[config.mk]
export PLATFORM = sky130hd
export DESIGN_NAME = pix_top
export DESIGN_NICKNAME = d
export VERILOG_FILES = /design/src/pix_top_dummy_guard.sv /design/src/pix_pkg.sv /design/src/pix_sel_if.sv /design/src/pix_level_sel.sv /design/src/pix_core_arb.sv /design/src/pix_top.sv
export VERILOG_INCLUDE_DIRS = /design/src /design/src/src
export SDC_FILE = /design/constraint.sdc
export NUM_CORES = 1
export LEC_CHECK = 0
export ABC_CLOCK_PERIOD_IN_PS = 3000
export BUFFER_PORTS_ARGS = -buffer_cell sky130_fd_sc_hd__buf_4
export CAP_MARGIN = 10
export CORE_MARGIN = 5
export CORE_UTILIZATION = 35
export DETAILED_ROUTE_END_ITERATION = 10
export SLEW_MARGIN = 5
export SYNTH_ARGS = -nofsm -noshare
export SYNTH_HDL_FRONTEND = slang
export SYNTH_SLANG_ARGS = --single-unit
[constraint.sdc]
create_clock -name pclk -period 3 [get_ports pclk]
set_input_delay 0.75 -clock pclk [delete_from_list [all_inputs] [get_ports pclk]]
set_output_delay 0.75 -clock pclk [all_outputs]
set_load 0.01 [all_outputs]
[src/pix_defines.svh]
// Constants for the peripheral interrupt expansion block.
// Assumes inclusion by bare name from the selector, arbiter and top files.
`ifndef PIX_DEFINES_SVH
`define PIX_DEFINES_SVH

// ----------------------------------------------------------------
// Source ranges, priorities and core vectors
// ----------------------------------------------------------------
`define PIX_L1_LO      5'd0
`define PIX_L1_HI      5'd9
`define PIX_L2_LO      5'd10
`define PIX_L2_HI      5'd23
`define PIX_PRIO_RESET 6'd1
`define PIX_PRIO_EMU   6'd2
`define PIX_PRIO_NMI   6'd3
`define PIX_PRIO_BASE  6'd4
`define PIX_VEC_RESET  16'h0000
`define PIX_VEC_EMU    16'h0026
`define PIX_VEC_NMI    16'h0024
`define PIX_VEC_LVL1   16'h0002
`define PIX_VEC_LVL2   16'h0004

// ----------------------------------------------------------------
// Peripheral vector codes, by source index (priority minus 4)
// ----------------------------------------------------------------
`define PIX_CODE_00 16'h0020
`define PIX_CODE_01 16'h0019
`define PIX_CODE_02 16'h0004
`define PIX_CODE_03 16'h0001
`define PIX_CODE_04 16'h0011
`define PIX_CODE_05 16'h0005
`define PIX_CODE_06 16'h0006
`define PIX_CODE_07 16'h0007
`define PIX_CODE_08 16'h0040
`define PIX_CODE_09 16'h0041
`define PIX_CODE_10 16'h0021
`define PIX_CODE_11 16'h0022
`define PIX_CODE_12 16'h0023
`define PIX_CODE_13 16'h0027
`define PIX_CODE_14 16'h0028
`define PIX_CODE_15 16'h0029
`define PIX_CODE_16 16'h002a
`define PIX_CODE_17 16'h0024
`define PIX_CODE_18 16'h0025
`define PIX_CODE_19 16'h0026
`define PIX_CODE_20 16'h002f
`define PIX_CODE_21 16'h0030
`define PIX_CODE_22 16'h0031
`define PIX_CODE_23 16'h0032

// ----------------------------------------------------------------
// Register offsets, event bits and reset values
// ----------------------------------------------------------------
`define PIX_OFF_PEND0  8'h00
`define PIX_OFF_PEND2  8'h04
`define PIX_OFF_ACK0   8'h08
`define PIX_OFF_ACK2   8'h0c
`define PIX_OFF_EN0    8'h10
`define PIX_OFF_EN2    8'h14
`define PIX_OFF_ISTAT  8'h18
`define PIX_OFF_IMASK  8'h1c
`define PIX_OFF_CODE   8'h20
`define PIX_OFF_CORE   8'h24
`define PIX_EV_RESET   0
`define PIX_EV_EMU     1
`define PIX_EV_NMI     2
`define PIX_EV_LVL1    3
`define PIX_EV_LVL2    4
`define PIX_EN0_RST    16'h0000
`define PIX_EN2_RST    8'h00
`define PIX_IMASK_RST  5'h00
`endif

[src/pix_top_dummy_guard.sv]
// Holds no module; the expansion logic lives in pix_top.
// Assumes nothing of its surroundings.
`timescale 1ns/1ns

[src/pix_pkg.sv]
// Types shared by the interrupt expansion modules.
// Assumes nothing of its surroundings.
package pix_pkg;
  typedef logic [23:0] pix_src_type;
  typedef enum logic [2:0] {
    PIX_NONE, PIX_RESET, PIX_EMU, PIX_NMI, PIX_LVL1, PIX_LVL2
  } pix_kind_type;
  typedef enum {PIX_ST_IDLE, PIX_ST_OFFER, PIX_ST_GAP} pix_state_type;
endpackage

[src/pix_sel_if.sv]
// Carrier between the top and one level selector.
// Assumes the top drives pend and the selector the rest.
`timescale 1ns/1ns
interface pix_sel_if;
  pix_pkg::pix_src_type pend;
  logic                 valid;
  logic [4:0]           index;
  logic [15:0]          code;
  modport sel  (input pend, output valid, index, code);
  modport user (input valid, index, code, output pend);
endinterface

[src/pix_level_sel.sv]
// Picks the lowest-numbered pending source within one core level.
// Assumes pend is already gated by the source enables.
`timescale 1ns/1ns
`include "pix_defines.svh"
module pix_level_sel #(
  parameter logic [4:0] LO = 5'd0,
  parameter logic [4:0] HI = 5'd23
) (
  pix_sel_if.sel s
);
  import pix_pkg::*;

  function automatic logic [15:0] code_of(input logic [4:0] i);
    case (i)
      5'd0:    code_of = `PIX_CODE_00;
      5'd1:    code_of = `PIX_CODE_01;
      5'd2:    code_of = `PIX_CODE_02;
      5'd3:    code_of = `PIX_CODE_03;
      5'd4:    code_of = `PIX_CODE_04;
      5'd5:    code_of = `PIX_CODE_05;
      5'd6:    code_of = `PIX_CODE_06;
      5'd7:    code_of = `PIX_CODE_07;
      5'd8:    code_of = `PIX_CODE_08;
      5'd9:    code_of = `PIX_CODE_09;
      5'd10:   code_of = `PIX_CODE_10;
      5'd11:   code_of = `PIX_CODE_11;
      5'd12:   code_of = `PIX_CODE_12;
      5'd13:   code_of = `PIX_CODE_13;
      5'd14:   code_of = `PIX_CODE_14;
      5'd15:   code_of = `PIX_CODE_15;
      5'd16:   code_of = `PIX_CODE_16;
      5'd17:   code_of = `PIX_CODE_17;
      5'd18:   code_of = `PIX_CODE_18;
      5'd19:   code_of = `PIX_CODE_19;
      5'd20:   code_of = `PIX_CODE_20;
      5'd21:   code_of = `PIX_CODE_21;
      5'd22:   code_of = `PIX_CODE_22;
      5'd23:   code_of = `PIX_CODE_23;
      default: code_of = 16'h0000;
    endcase
  endfunction

  // Scan downward so the lowest index wins
  always_comb begin
    s.valid = 1'b0;
    s.index = 5'd0;
    for (int i = 23; i >= 0; i--) begin
      if (5'(i) >= LO && 5'(i) <= HI && s.pend[i]) begin
        s.valid = 1'b1;
        s.index = 5'(i);
      end
    end
    s.code = code_of(s.index);
  end
endmodule

[src/pix_core_arb.sv]
// Ranks the core-level requests by overall priority.
// Assumes all inputs settle within the same clock cycle.
`timescale 1ns/1ns
`include "pix_defines.svh"
module pix_core_arb (
  input  wire logic         rst_pend,
  input  wire logic         emu_pend,
  input  wire logic         nmi_pend,
  pix_sel_if.user           l1,
  pix_sel_if.user           l2,
  output pix_pkg::pix_kind_type kind,
  output logic [15:0]       vector,
  output logic [5:0]        prio
);
  import pix_pkg::*;

  always_comb begin
    kind   = PIX_NONE;
    vector = `PIX_VEC_RESET;
    prio   = 6'd0;
    if (rst_pend) begin
      kind   = PIX_RESET;
      vector = `PIX_VEC_RESET;
      prio   = `PIX_PRIO_RESET;
    end else if (emu_pend) begin
      kind   = PIX_EMU;
      vector = `PIX_VEC_EMU;
      prio   = `PIX_PRIO_EMU;
    end else if (nmi_pend) begin
      kind   = PIX_NMI;
      vector = `PIX_VEC_NMI;
      prio   = `PIX_PRIO_NMI;
    end else if (l1.valid) begin
      kind   = PIX_LVL1;
      vector = `PIX_VEC_LVL1;
      prio   = `PIX_PRIO_BASE + {1'b0, l1.index};
    end else if (l2.valid) begin
      kind   = PIX_LVL2;
      vector = `PIX_VEC_LVL2;
      prio   = `PIX_PRIO_BASE + {1'b0, l2.index};
    end
  end
endmodule

[src/pix_top.sv]
// Peripheral interrupt expansion: latches peripheral requests, ranks
// them onto core levels one and two and hands vectors to the core.
// Assumes request inputs are synchronous one-cycle or level pulses
// and that the core pulses core_ack once per offered request.
`timescale 1ns/1ns
`include "pix_defines.svh"
module pix_top (
  input  wire logic        pclk,
  input  wire logic        presetn,
  input  wire logic        psel,
  input  wire logic        penable,
  input  wire logic        pwrite,
  input  wire logic [7:0]  paddr,
  input  wire logic [31:0] pwdata,
  output logic [31:0]      prdata,
  output logic             pready,
  output logic             pslverr,
  input  wire logic        reset_pin_n,
  input  wire logic        watchdog_timeout,
  input  wire logic        soft_nmi_req,
  input  wire logic        emu_trap_req,
  input  wire logic        drive_protect_a,
  input  wire logic        drive_protect_b,
  input  wire logic        converter_req,
  input  wire logic        ext_pin_req_one,
  input  wire logic        ext_pin_req_two,
  input  wire logic        serial_periph_req,
  input  wire logic        serial_rx_req,
  input  wire logic        serial_tx_req,
  input  wire logic        can_mailbox_req,
  input  wire logic        can_error_req,
  input  wire logic        compare_one_req,
  input  wire logic        compare_two_req,
  input  wire logic        compare_three_req,
  input  wire logic        timer_one_period_req,
  input  wire logic        timer_one_compare_req,
  input  wire logic        timer_one_underflow_req,
  input  wire logic        timer_one_overflow_req,
  input  wire logic        compare_four_req,
  input  wire logic        compare_five_req,
  input  wire logic        compare_six_req,
  input  wire logic        timer_three_period_req,
  input  wire logic        timer_three_compare_req,
  input  wire logic        timer_three_underflow_req,
  input  wire logic        timer_three_overflow_req,
  input  wire logic        core_ack,
  output logic             core_req,
  output logic [15:0]      core_vector,
  output logic [5:0]       core_priority,
  output logic             core_level_one,
  output logic             core_level_two,
  output logic [15:0]      source_vector_code,
  output logic             irq
);
  import pix_pkg::*;

  // ----------------------------------------------------------------
  // Register layout mapping
  // ----------------------------------------------------------------
  // Internally sources sit in priority order; these map to and from
  // the request/acknowledge register bit layout.
  function automatic logic [15:0] to_reg0(input pix_src_type v);
    to_reg0 = {v[16:10], v[9:2], v[0]};
  endfunction

  function automatic logic [7:0] to_reg2(input pix_src_type v);
    to_reg2 = {v[23:17], v[1]};
  endfunction

  function automatic pix_src_type from_regs(input logic [15:0] r0,
                                            input logic [7:0]  r2);
    from_regs = {r2[7:1], r0[15:9], r0[8:1], r2[0], r0[0]};
  endfunction

  function automatic logic addr_ok(input logic [7:0] a);
    case (a)
      `PIX_OFF_PEND0, `PIX_OFF_PEND2, `PIX_OFF_ACK0, `PIX_OFF_ACK2,
      `PIX_OFF_EN0, `PIX_OFF_EN2, `PIX_OFF_ISTAT, `PIX_OFF_IMASK,
      `PIX_OFF_CODE, `PIX_OFF_CORE: addr_ok = 1'b1;
      default: addr_ok = 1'b0;
    endcase
  endfunction

  // ----------------------------------------------------------------
  // Declarations
  // ----------------------------------------------------------------
  pix_src_type   req_vec;
  pix_src_type   pend_r;
  pix_src_type   pend_nxt;
  pix_src_type   sw_clr;
  pix_src_type   core_clr;
  pix_src_type   en_vec;
  logic [15:0]   en0_r;
  logic [7:0]    en2_r;
  logic          rst_pend_r;
  logic          emu_pend_r;
  logic          nmi_pend_r;
  logic [4:0]    stat_r;
  logic [4:0]    stat_nxt;
  logic [4:0]    imask_r;
  logic [4:0]    ev_set;
  pix_state_type state_r;
  pix_kind_type  kind_r;
  pix_kind_type  arb_kind;
  logic [15:0]   arb_vector;
  logic [5:0]    arb_prio;
  logic [4:0]    idx_r;
  logic          ack_hit;
  logic          wr_en;
  logic [31:0]   rd_mux;

  pix_sel_if l1_if ();
  pix_sel_if l2_if ();

  // ----------------------------------------------------------------
  // Request collection
  // ----------------------------------------------------------------
  assign req_vec = {
    timer_three_overflow_req, timer_three_underflow_req,
    timer_three_compare_req,  timer_three_period_req,
    compare_six_req, compare_five_req, compare_four_req,
    timer_one_overflow_req,   timer_one_underflow_req,
    timer_one_compare_req,    timer_one_period_req,
    compare_three_req, compare_two_req, compare_one_req,
    can_error_req,
    can_mailbox_req,
    serial_tx_req,
    serial_rx_req,
    serial_periph_req,
    ext_pin_req_two, ext_pin_req_one,
    converter_req, drive_protect_b, drive_protect_a
  };

  // Pending bits are kept even while disabled; the enables only gate
  // which sources take part in the ranking.
  assign en_vec     = from_regs(en0_r, en2_r);
  assign l1_if.pend = pend_r & en_vec;
  assign l2_if.pend = pend_r & en_vec;

  pix_level_sel #(.LO(`PIX_L1_LO), .HI(`PIX_L1_HI)) u_sel_l1 (
    .s (l1_if)
  );

  pix_level_sel #(.LO(`PIX_L2_LO), .HI(`PIX_L2_HI)) u_sel_l2 (
    .s (l2_if)
  );

  pix_core_arb u_arb (
    .rst_pend (rst_pend_r),
    .emu_pend (emu_pend_r),
    .nmi_pend (nmi_pend_r),
    .l1       (l1_if),
    .l2       (l2_if),
    .kind     (arb_kind),
    .vector   (arb_vector),
    .prio     (arb_prio)
  );

  // ----------------------------------------------------------------
  // APB slave
  // ----------------------------------------------------------------
  // pready comes from a flop, so every access has one wait-free
  // access cycle and read data is captured in the setup cycle.
  assign wr_en = psel & penable & pwrite & pready;

  always_comb begin
    rd_mux = 32'h0000_0000;
    case (paddr)
      `PIX_OFF_PEND0: rd_mux = {16'h0000, to_reg0(pend_r)};
      `PIX_OFF_PEND2: rd_mux = {24'h00_0000, to_reg2(pend_r)};
      `PIX_OFF_EN0:   rd_mux = {16'h0000, en0_r};
      `PIX_OFF_EN2:   rd_mux = {24'h00_0000, en2_r};
      `PIX_OFF_ISTAT: rd_mux = {27'h000_0000, stat_r};
      `PIX_OFF_IMASK: rd_mux = {27'h000_0000, imask_r};
      `PIX_OFF_CODE:  rd_mux = {16'h0000, source_vector_code};
      `PIX_OFF_CORE:  rd_mux = {7'h00, core_req, 2'h0, core_priority,
                                core_vector};
      default:        rd_mux = 32'h0000_0000;
    endcase
  end

  always_ff @(posedge pclk or negedge presetn) begin
    if (!presetn) begin
      pready  <= 1'b0;
      prdata  <= 32'h0000_0000;
      pslverr <= 1'b0;
    end else begin
      pready  <= psel & ~penable;
      pslverr <= psel & ~penable & ~addr_ok(paddr);
      if (psel && !penable) begin
        prdata <= pwrite ? 32'h0000_0000 : rd_mux;
      end
    end
  end

  always_ff @(posedge pclk or negedge presetn) begin
    if (!presetn) begin
      en0_r   <= `PIX_EN0_RST;
      en2_r   <= `PIX_EN2_RST;
      imask_r <= `PIX_IMASK_RST;
    end else if (wr_en) begin
      if (paddr == `PIX_OFF_EN0) begin
        en0_r <= pwdata[15:0];
      end
      if (paddr == `PIX_OFF_EN2) begin
        en2_r <= pwdata[7:0];
      end
      if (paddr == `PIX_OFF_IMASK) begin
        imask_r <= pwdata[4:0];
      end
    end
  end

  // ----------------------------------------------------------------
  // Pending request bits
  // ----------------------------------------------------------------
  always_comb begin
    sw_clr = '0;
    if (wr_en && paddr == `PIX_OFF_ACK0) begin
      sw_clr = from_regs(pwdata[15:0], 8'h00);
    end
    if (wr_en && paddr == `PIX_OFF_ACK2) begin
      sw_clr = from_regs(16'h0000, pwdata[7:0]);
    end
  end

  assign ack_hit  = (state_r == PIX_ST_OFFER) && core_ack;
  assign core_clr = (ack_hit && (kind_r == PIX_LVL1 ||
                                 kind_r == PIX_LVL2))
                    ? (pix_src_type'(1) << idx_r) : '0;

  // A request in the same cycle as its clear is kept
  assign pend_nxt = (pend_r & ~(sw_clr | core_clr)) | req_vec;

  always_ff @(posedge pclk or negedge presetn) begin
    if (!presetn) begin
      pend_r <= '0;
    end else begin
      pend_r <= pend_nxt;
    end
  end

  // Nonmaskable requests bypass the enables entirely
  always_ff @(posedge pclk or negedge presetn) begin
    if (!presetn) begin
      rst_pend_r <= 1'b0;
      emu_pend_r <= 1'b0;
      nmi_pend_r <= 1'b0;
    end else begin
      rst_pend_r <= (rst_pend_r & ~(ack_hit && kind_r == PIX_RESET))
                    | ~reset_pin_n | watchdog_timeout;
      emu_pend_r <= (emu_pend_r & ~(ack_hit && kind_r == PIX_EMU))
                    | emu_trap_req;
      nmi_pend_r <= (nmi_pend_r & ~(ack_hit && kind_r == PIX_NMI))
                    | soft_nmi_req;
    end
  end

  // ----------------------------------------------------------------
  // Core hand-off
  // ----------------------------------------------------------------
  // The offer is frozen until the core acknowledges it; the gap
  // cycle lets the cleared bit reach the selectors before the next
  // offer, so one source is never offered twice.
  always_ff @(posedge pclk or negedge presetn) begin
    if (!presetn) begin
      state_r       <= PIX_ST_IDLE;
      kind_r        <= PIX_NONE;
      idx_r         <= 5'd0;
      core_req      <= 1'b0;
      core_vector   <= 16'h0000;
      core_priority <= 6'd0;
    end else begin
      case (state_r)
        PIX_ST_IDLE: begin
          if (arb_kind != PIX_NONE) begin
            state_r       <= PIX_ST_OFFER;
            kind_r        <= arb_kind;
            idx_r         <= (arb_kind == PIX_LVL2) ? l2_if.index
                                                    : l1_if.index;
            core_req      <= 1'b1;
            core_vector   <= arb_vector;
            core_priority <= arb_prio;
          end
        end
        PIX_ST_OFFER: begin
          if (core_ack) begin
            state_r  <= PIX_ST_GAP;
            core_req <= 1'b0;
          end
        end
        PIX_ST_GAP: begin
          state_r <= PIX_ST_IDLE;
          kind_r  <= PIX_NONE;
        end
        default: begin
          state_r  <= PIX_ST_IDLE;
          core_req <= 1'b0;
        end
      endcase
    end
  end

  // Code of the source taken, kept for the handler to read
  always_ff @(posedge pclk or negedge presetn) begin
    if (!presetn) begin
      source_vector_code <= 16'h0000;
    end else if (ack_hit && kind_r == PIX_LVL1) begin
      source_vector_code <= l1_code_at(idx_r);
    end else if (ack_hit && kind_r == PIX_LVL2) begin
      source_vector_code <= l1_code_at(idx_r);
    end
  end

  // Level lines follow the enabled pending bits of each group
  always_ff @(posedge pclk or negedge presetn) begin
    if (!presetn) begin
      core_level_one <= 1'b0;
      core_level_two <= 1'b0;
    end else begin
      core_level_one <= l1_if.valid;
      core_level_two <= l2_if.valid;
    end
  end

  // Vector code of a given index, same table as the selectors use
  function automatic logic [15:0] l1_code_at(input logic [4:0] i);
    logic [15:0] t [24];
    t = '{`PIX_CODE_00, `PIX_CODE_01, `PIX_CODE_02, `PIX_CODE_03,
          `PIX_CODE_04, `PIX_CODE_05, `PIX_CODE_06, `PIX_CODE_07,
          `PIX_CODE_08, `PIX_CODE_09, `PIX_CODE_10, `PIX_CODE_11,
          `PIX_CODE_12, `PIX_CODE_13, `PIX_CODE_14, `PIX_CODE_15,
          `PIX_CODE_16, `PIX_CODE_17, `PIX_CODE_18, `PIX_CODE_19,
          `PIX_CODE_20, `PIX_CODE_21, `PIX_CODE_22, `PIX_CODE_23};
    l1_code_at = (i < 5'd24) ? t[i] : 16'h0000;
  endfunction

  // ----------------------------------------------------------------
  // Interrupt status, mask and output
  // ----------------------------------------------------------------
  always_comb begin
    ev_set = 5'h00;
    if (ack_hit) begin
      case (kind_r)
        PIX_RESET: ev_set[`PIX_EV_RESET] = 1'b1;
        PIX_EMU:   ev_set[`PIX_EV_EMU]   = 1'b1;
        PIX_NMI:   ev_set[`PIX_EV_NMI]   = 1'b1;
        PIX_LVL1:  ev_set[`PIX_EV_LVL1]  = 1'b1;
        PIX_LVL2:  ev_set[`PIX_EV_LVL2]  = 1'b1;
        default:   ev_set = 5'h00;
      endcase
    end
  end

  // Set wins over a write-one-to-clear in the same cycle
  always_comb begin
    stat_nxt = stat_r;
    if (wr_en && paddr == `PIX_OFF_ISTAT) begin
      stat_nxt = stat_r & ~pwdata[4:0];
    end
    stat_nxt = stat_nxt | ev_set;
  end

  always_ff @(posedge pclk or negedge presetn) begin
    if (!presetn) begin
      stat_r <= 5'h00;
      irq    <= 1'b0;
    end else begin
      stat_r <= stat_nxt;
      irq    <= |(stat_nxt & imask_r);
    end
  end
endmodule

; ---- After elaboration in Yosys (flattened, before gate mapping)
; Memory sizes are Yosys's and may differ from the RTL's.
; Index checks and enable logic that the tools add are counted.
; W data, S select, Z words.
[totals]
mem_bits_ro = 512
wordCells = 193
output_inout_bits = 76
mem_count = 1
reg_bits = 177
input_bits = 74
[memory_table]
columns = name, depth, width, rd, rd_ports_with_merged_regs, write_ports, line_no
row1 = (no name shown), 32, 16, 1, 0, 0, pix_top.sv:335  ; l1_code_at = (i < 5'd24) ? t[i] : 16'h0000;
[op_classes]
n_shift = 1
muxes = 90
eq_ne = 20
reduce_logical = 27
bitwise = 29
n_addsub = 2
magnitude_cmp = 2
[ops]
columns = cell, count
row1 = $pmux W25 S8, 1
row2 = $mux W16, 9
row3 = $mux W5, 26
row4 = $mux W32, 3
row5 = $eq A32 B2 Y1 const B, 2
row6 = $pmux W32 S2, 1
row7 = $and A24 B24 Y24, 2
row8 = $mux W24, 2
row9 = $or A24 B24 Y24, 2
row10 = $eq A32 B1 Y1 const B, 1
row11 = $eq A8 B5 Y1 const B, 4
row12 = $logic_not A32 Y1, 1
row13 = $mux W1, 32
row14 = $mux W6, 5
row15 = $not A24 Y24, 1
row16 = $shl A1 B5 Y24 const A, 1
row17 = $mux W3, 7
row18 = $mux W17, 1
row19 = $eq A8 B4 Y1 const B, 2
row20 = $eq A8 B6 Y1 const B, 2
row21 = $add A3 B5 Y6 const A, 2
row22 = $reduce_and A2 Y1, 6
row23 = $logic_and A1 B1 Y1, 11
row24 = $and A5 B5 Y5, 2
row25 = 24 further kinds, 45

; ---- Depth between registers and ports, before layout
[logic_depth]
depth_word = 23
ltp_mapped = 10
ltp_nobuf = 8

; ---- Worst setup path before layout
; OpenSTA, ideal clock, no wires.
[synth_timing]
kind = input port to flip-flop
startpoint = in paddr[5]
endpoint = reg irq
path_buffers = 2
stages = 8
arrival_ns = 2.374
path_slack_ns = 0.493
setup_ns = 0.132
required_time_ns = 2.868
path_cell_list = buf_6 > or4b_1 > buf_2 > nor4_4 > nand2_1 > a21bo_1 > a21oi_2 > nand3_1
[synth_between]
elab_chain_len = 6
[synth_lines]
columns = item, line_no
row1 = start: declaration, pix_top.sv:13  ; input wire logic [7:0] paddr,
row2 = $eq A8 B5 Y1, --
row3 = $logic_and A1 B1 Y1 (no source line), --
row4 = $mux W5, pix_top.sv:358  ; if (wr_en && paddr == `PIX_OFF_ISTAT) begin
row5 = $or A5 B5 Y5, pix_top.sv:361  ; stat_nxt = stat_nxt | ev_set;
row6 = named net stat_nxt[2], pix_top.sv:99  ; logic [4:0] stat_nxt;
row7 = $and A5 B5 Y5, pix_top.sv:370  ; irq <= |(stat_nxt & imask_r);
row8 = $reduce_or A5 Y1, pix_top.sv:370
row9 = end signal: assignment, pix_top.sv:370
row10 = end: declaration, pix_top.sv:53  ; output logic irq
; The timed path passes the listed nets, and every way through them passes these cells.
; A chain may end at the register's enable or synchronous reset.

; ---- Worst setup path after layout
[layout_timing]
startpoint = reg pend_r[19]
endpoint = reg kind_r[2]
[layout_between]
elab_chain_len = 19
elab_cells_between_ends = 21
classes_between = eq/ne: 1 / mux: 17 / bitwise: 1 / reduce/logical: 2
[layout_lines]
columns = item, line_no
row1 = start: declaration, pix_top.sv:88  ; pix_src_type pend_r;
row2 = start signal: assignment, pix_top.sv:239  ; pend_r <= pend_nxt;
row3 = $and A24 B24 Y24 *, pix_top.sv:138  ; assign l2_if.pend = pend_r & en_vec;
row4 = $mux W1 * (10 in a row), pix_level_sel.sv:48  ; if (5'(i) >= LO && 5'(i) <= HI && s.pend[i]) begin
row5 = $mux W3 *, pix_core_arb.sv:37  ; end else if (l2.valid) begin
row6 = $mux W3 *, pix_core_arb.sv:33  ; end else if (l1.valid) begin
row7 = $mux W3 *, pix_core_arb.sv:29  ; end else if (nmi_pend) begin
row8 = $mux W3 *, pix_core_arb.sv:25  ; end else if (emu_pend) begin
row9 = $mux W3 *, pix_core_arb.sv:21  ; if (rst_pend) begin
row10 = $reduce_bool A3 Y1, pix_top.sv:276  ; if (arb_kind != PIX_NONE) begin
row11 = $ne A2 B2 Y1 (no source line), --
row12 = $reduce_and A2 Y1 (no source line), --
row13 = end signal: assignment, pix_top.sv:278  ; kind_r <= arb_kind;
row14 = end: declaration, pix_top.sv:103  ; pix_kind_type kind_r;
; Every way passes the cells marked *; elsewhere a longest branch is shown, timed or not. The select of a mux whose other input is x is not followed.

==> flow_summary.toml <==
[global_route]
grt_pass1_wl_mm = 29.9
grt_pass1_vias = 5391
grt_antenna_before_repair = 0
track_usage = 0.192
grt-ovfl-total = 0
grt_max_degree = 51

[cts]
clk_pin_slew_ns = 0.05
tritoncts = "yes"
clockRootBuffer = "clkbuf_16"
ctsLongestPathBuffers = 2
cts_post_setup_buffers_inserted = 0
cts_sinks = 116
cts_resized = 0
clock_latency_ns = 0.42
numCtsBuffers = 17
htree_levels = 4
ctsHoldBuffers = 0

[critical_path]
start_kind = "register"
max_stage_delay_ns = 0.52
critPathKind = "reg -> reg"
path_cells = "a22oi_1, nand4b_1, nor2_1, a211o_1, nor2_1, a211o_1"
crit_slowest_cell = "nor2_1"
cp_max_fo = 8
worstSetupEndpointType = "register"
critical_path_required_ns = 3.31
arrival_ns = 2.92

[synthesis]
synthAdderAreaFrac = 0.0161
synthArstFlopShare = 1.00
synth_edf_count = 0
synthesis.area_mm2 = 0.00620
synth_flop_cell = "dfrtp_1"
synth_compound_area_frac = 0.202
synth_area_leaders = "dfrtp_1, nand2_1, mux2_2"
muxShareOfSynthArea = 0.0840
synth_warnings = 0
synth_top_area_frac = 0.468
ys_ff_latch = 116
syn_area_per_cell_um2 = 9.93
synth_top_family_by_area = "compound AO/OA/AOI/OAI gates"
yosys.area.top_type = "dfrtp_1"
seq_area_frac_synth = 0.468
synthCells = 624
synth-simple-area-share = 0.162
yosysUniqueCellTypes = 62
yosys.area_share.xor_xnor = 0

[status]
status = "finished, final reports clean"

[final_layout]
layout.cells.non_filler = 977
postLayoutCellArea_mm2 = 0.00777
seq_area_mm2 = 0.00290
area_growth_syn_to_layout_pct = 25.4
multi_input_area_mm2 = 0.00299
layout-drive-gt1-share = 0.294
antennaDiodeCount = 0
n_fill_cell = 1635
layout.nets = 822
fin_util = 0.448

[hold_path]
hold_path.class = "in -> async"

[timing]
fmax_mhz = 382
clock_skew_ns = 0.00984
slew_viol_final = 0
setup_viol = 0
hold_viol = 0
slew_headroom = 0.538
finalCritPeriodShare = 0.872
fin_crit_ns = 2.62
fin_tns_setup_ns = 0
tightest_slew_ns = 0.683
hold_slack_ns = 0.355
rsz0062_at_grt = "no"

[routing]
vias_per_cell = 5.49
post_drt_wl_per_cell_um = 19.8
dr.first_iter.drc_count = 352
drc = 0
routed_wl_mm = 19.4
drtAntennaViolNets = 0
vias = 5359
dr.pass1.iters = 5

[floorplanning]
die_area_mm2 = 0.0205
die_h_um = 143
ios = 150
die_w_um = 143
start_util = 0.357
std_cell_rows = 48
core_area_mm2 = 0.0174

[pwr]
power.density_mw_per_mm2 = 558
ir_worst_vdd_mv = 0.368
p_leak_nw = 3.46

[placement]
place_inst = 946
gp_congestion = 0.894
io_buffer_count = 102
placed_area_mm2 = 0.00718
hpwl_mm = 14.8

[job]
maxCapViolCount = 0
==> metal layers <==
metal	vias to the layer above	wire (µm)	track usage	part of all wire
met1	2642	8570	0.259	0.44
met4	0	502	0.0705	0.026
met2	212	8930	0.300	0.46
met3	32	1360	0.0469	0.070
li1	2473	-	-	-
met5	-	0	0	0
==> Yosys cell counts (5+ instances only) <==
| library cell | number |
|---|---|
| a22oi_1 | 15 |
| buf_4 | 31 |
| a31oi_1 | 8 |
| ha_1 | 8 |
| dfrtp_1 | 116 |
| o21ai_0 | 36 |
| a31o_2 | 24 |
| nand3_1 | 20 |
| nor2b_1 | 8 |
| a21oi_1 | 21 |
| a221oi_1 | 5 |
| mux2i_1 | 16 |
| inv_1 | 12 |
| mux2_2 | 30 |
| clkbuf_1 | 16 |
| nor2_1 | 24 |
| buf_2 | 11 |
| o31ai_1 | 6 |
| nor3_1 | 9 |
| nand2_1 | 105 |
| a22o_1 | 18 |
| a211oi_1 | 7 |
| o22ai_1 | 6 |
==> sequential cells by signal, indices dropped and copies added (netlist names), 3 cells and up <==
register / flops
imask_r: 5
stat_r: 5
en2_r: 8
prdata: 23
idx_r: 5
core_priority: 6
core_vector: 3
source_vector_code: 7
pend_r: 24
en0_r: 16
kind_r: 3
==> cells in the final DEF (no fill, tap or decap), drive strengths merged, types with 5 or more instances in the layout <==
master | synthesis | final
a221oi | 5 | 5
clkinv | 0 | 5
a31o | 24 | 24
nor2b | 8 | 8
a21oi | 22 | 22
dfrtp | 116 | 116
mux2 | 30 | 30
conb | 1 | 31
a22o | 18 | 18
inv | 12 | 14
buf | 44 | 127
o31ai | 6 | 6
nor4 | 5 | 5
mux2i | 16 | 16
a22oi | 15 | 15
nand2 | 105 | 105
nand3 | 20 | 20
nor2 | 24 | 24
o22ai | 6 | 6
nor3 | 13 | 13
a211oi | 7 | 7
o21ai | 37 | 37
clkbuf | 16 | 19
a31oi | 8 | 8
ha | 8 | 8
==> power breakdown <==
| group | switching, mW | internal [mW] |
|---|---|---|
| Combinational | 0.355 | 0.216 |
| Clock | 0.742 | 1.32 |
| Sequential | 0.0866 | 1.62 |
==> kinds of logic after synthesis <==
| family | Yosys count |
|---|---|
| AO/OA/AOI/OAI | 176 |
| multiplexers | 47 |
| AND/OR/NAND/NOR | 204 |
| other | 1 |
| buffers and inverters | 72 |
| adder cells (fa/ha/maj) | 8 |
| flip-flops | 116 |
==> through the flow <==
step | total power, mW | setup slack (ns)
6_report | 4.34 | 0.384
5_1_grt | 4.51 | 0.112
4_1_cts | 4.37 | 0.459
3_5_place_dp | 2.30 | 0.262
3_3_place_gp | 2.28 | 0.258
2_1_floorplan | 2.06 | 0.493
==> worst paths after layout <==
check	start	endpoint	slack, ns	cells past startpoint
worst max-delay path	pend_r[19]	kind_r[2]	0.38	6
worst min-delay path	presetn	pend_r[20]	0.35	1
worst max register to register	pend_r[19]	kind_r[2]	0.38	6
worst min register to register	prdata[3]	prdata[3]	0.48	2
min in group pclk	prdata[3]	prdata[3]	0.48	2
max in group asynchronous	presetn	pend_r[10]	1.88	2
==> worst max-delay path: cells and delay by family, from the launching register on <==
kind	cells	cell delay [ns]
compound gates	3	1.09
simple gates	3	0.99
flops	1	0.43
==> area by class of cell <==
type,count,share of cell area
Clock buffer,19,0.0570
Clock inverter,12,0.0200
Inverter,12,0.00579
Multi-Input combinational cell,466,0.385
Sequential cell,116,0.373
Tap cell,225,0.0362
Timing Repair Buffer,127,0.123
No activity file was read; power rests on OpenSTA's default activity.
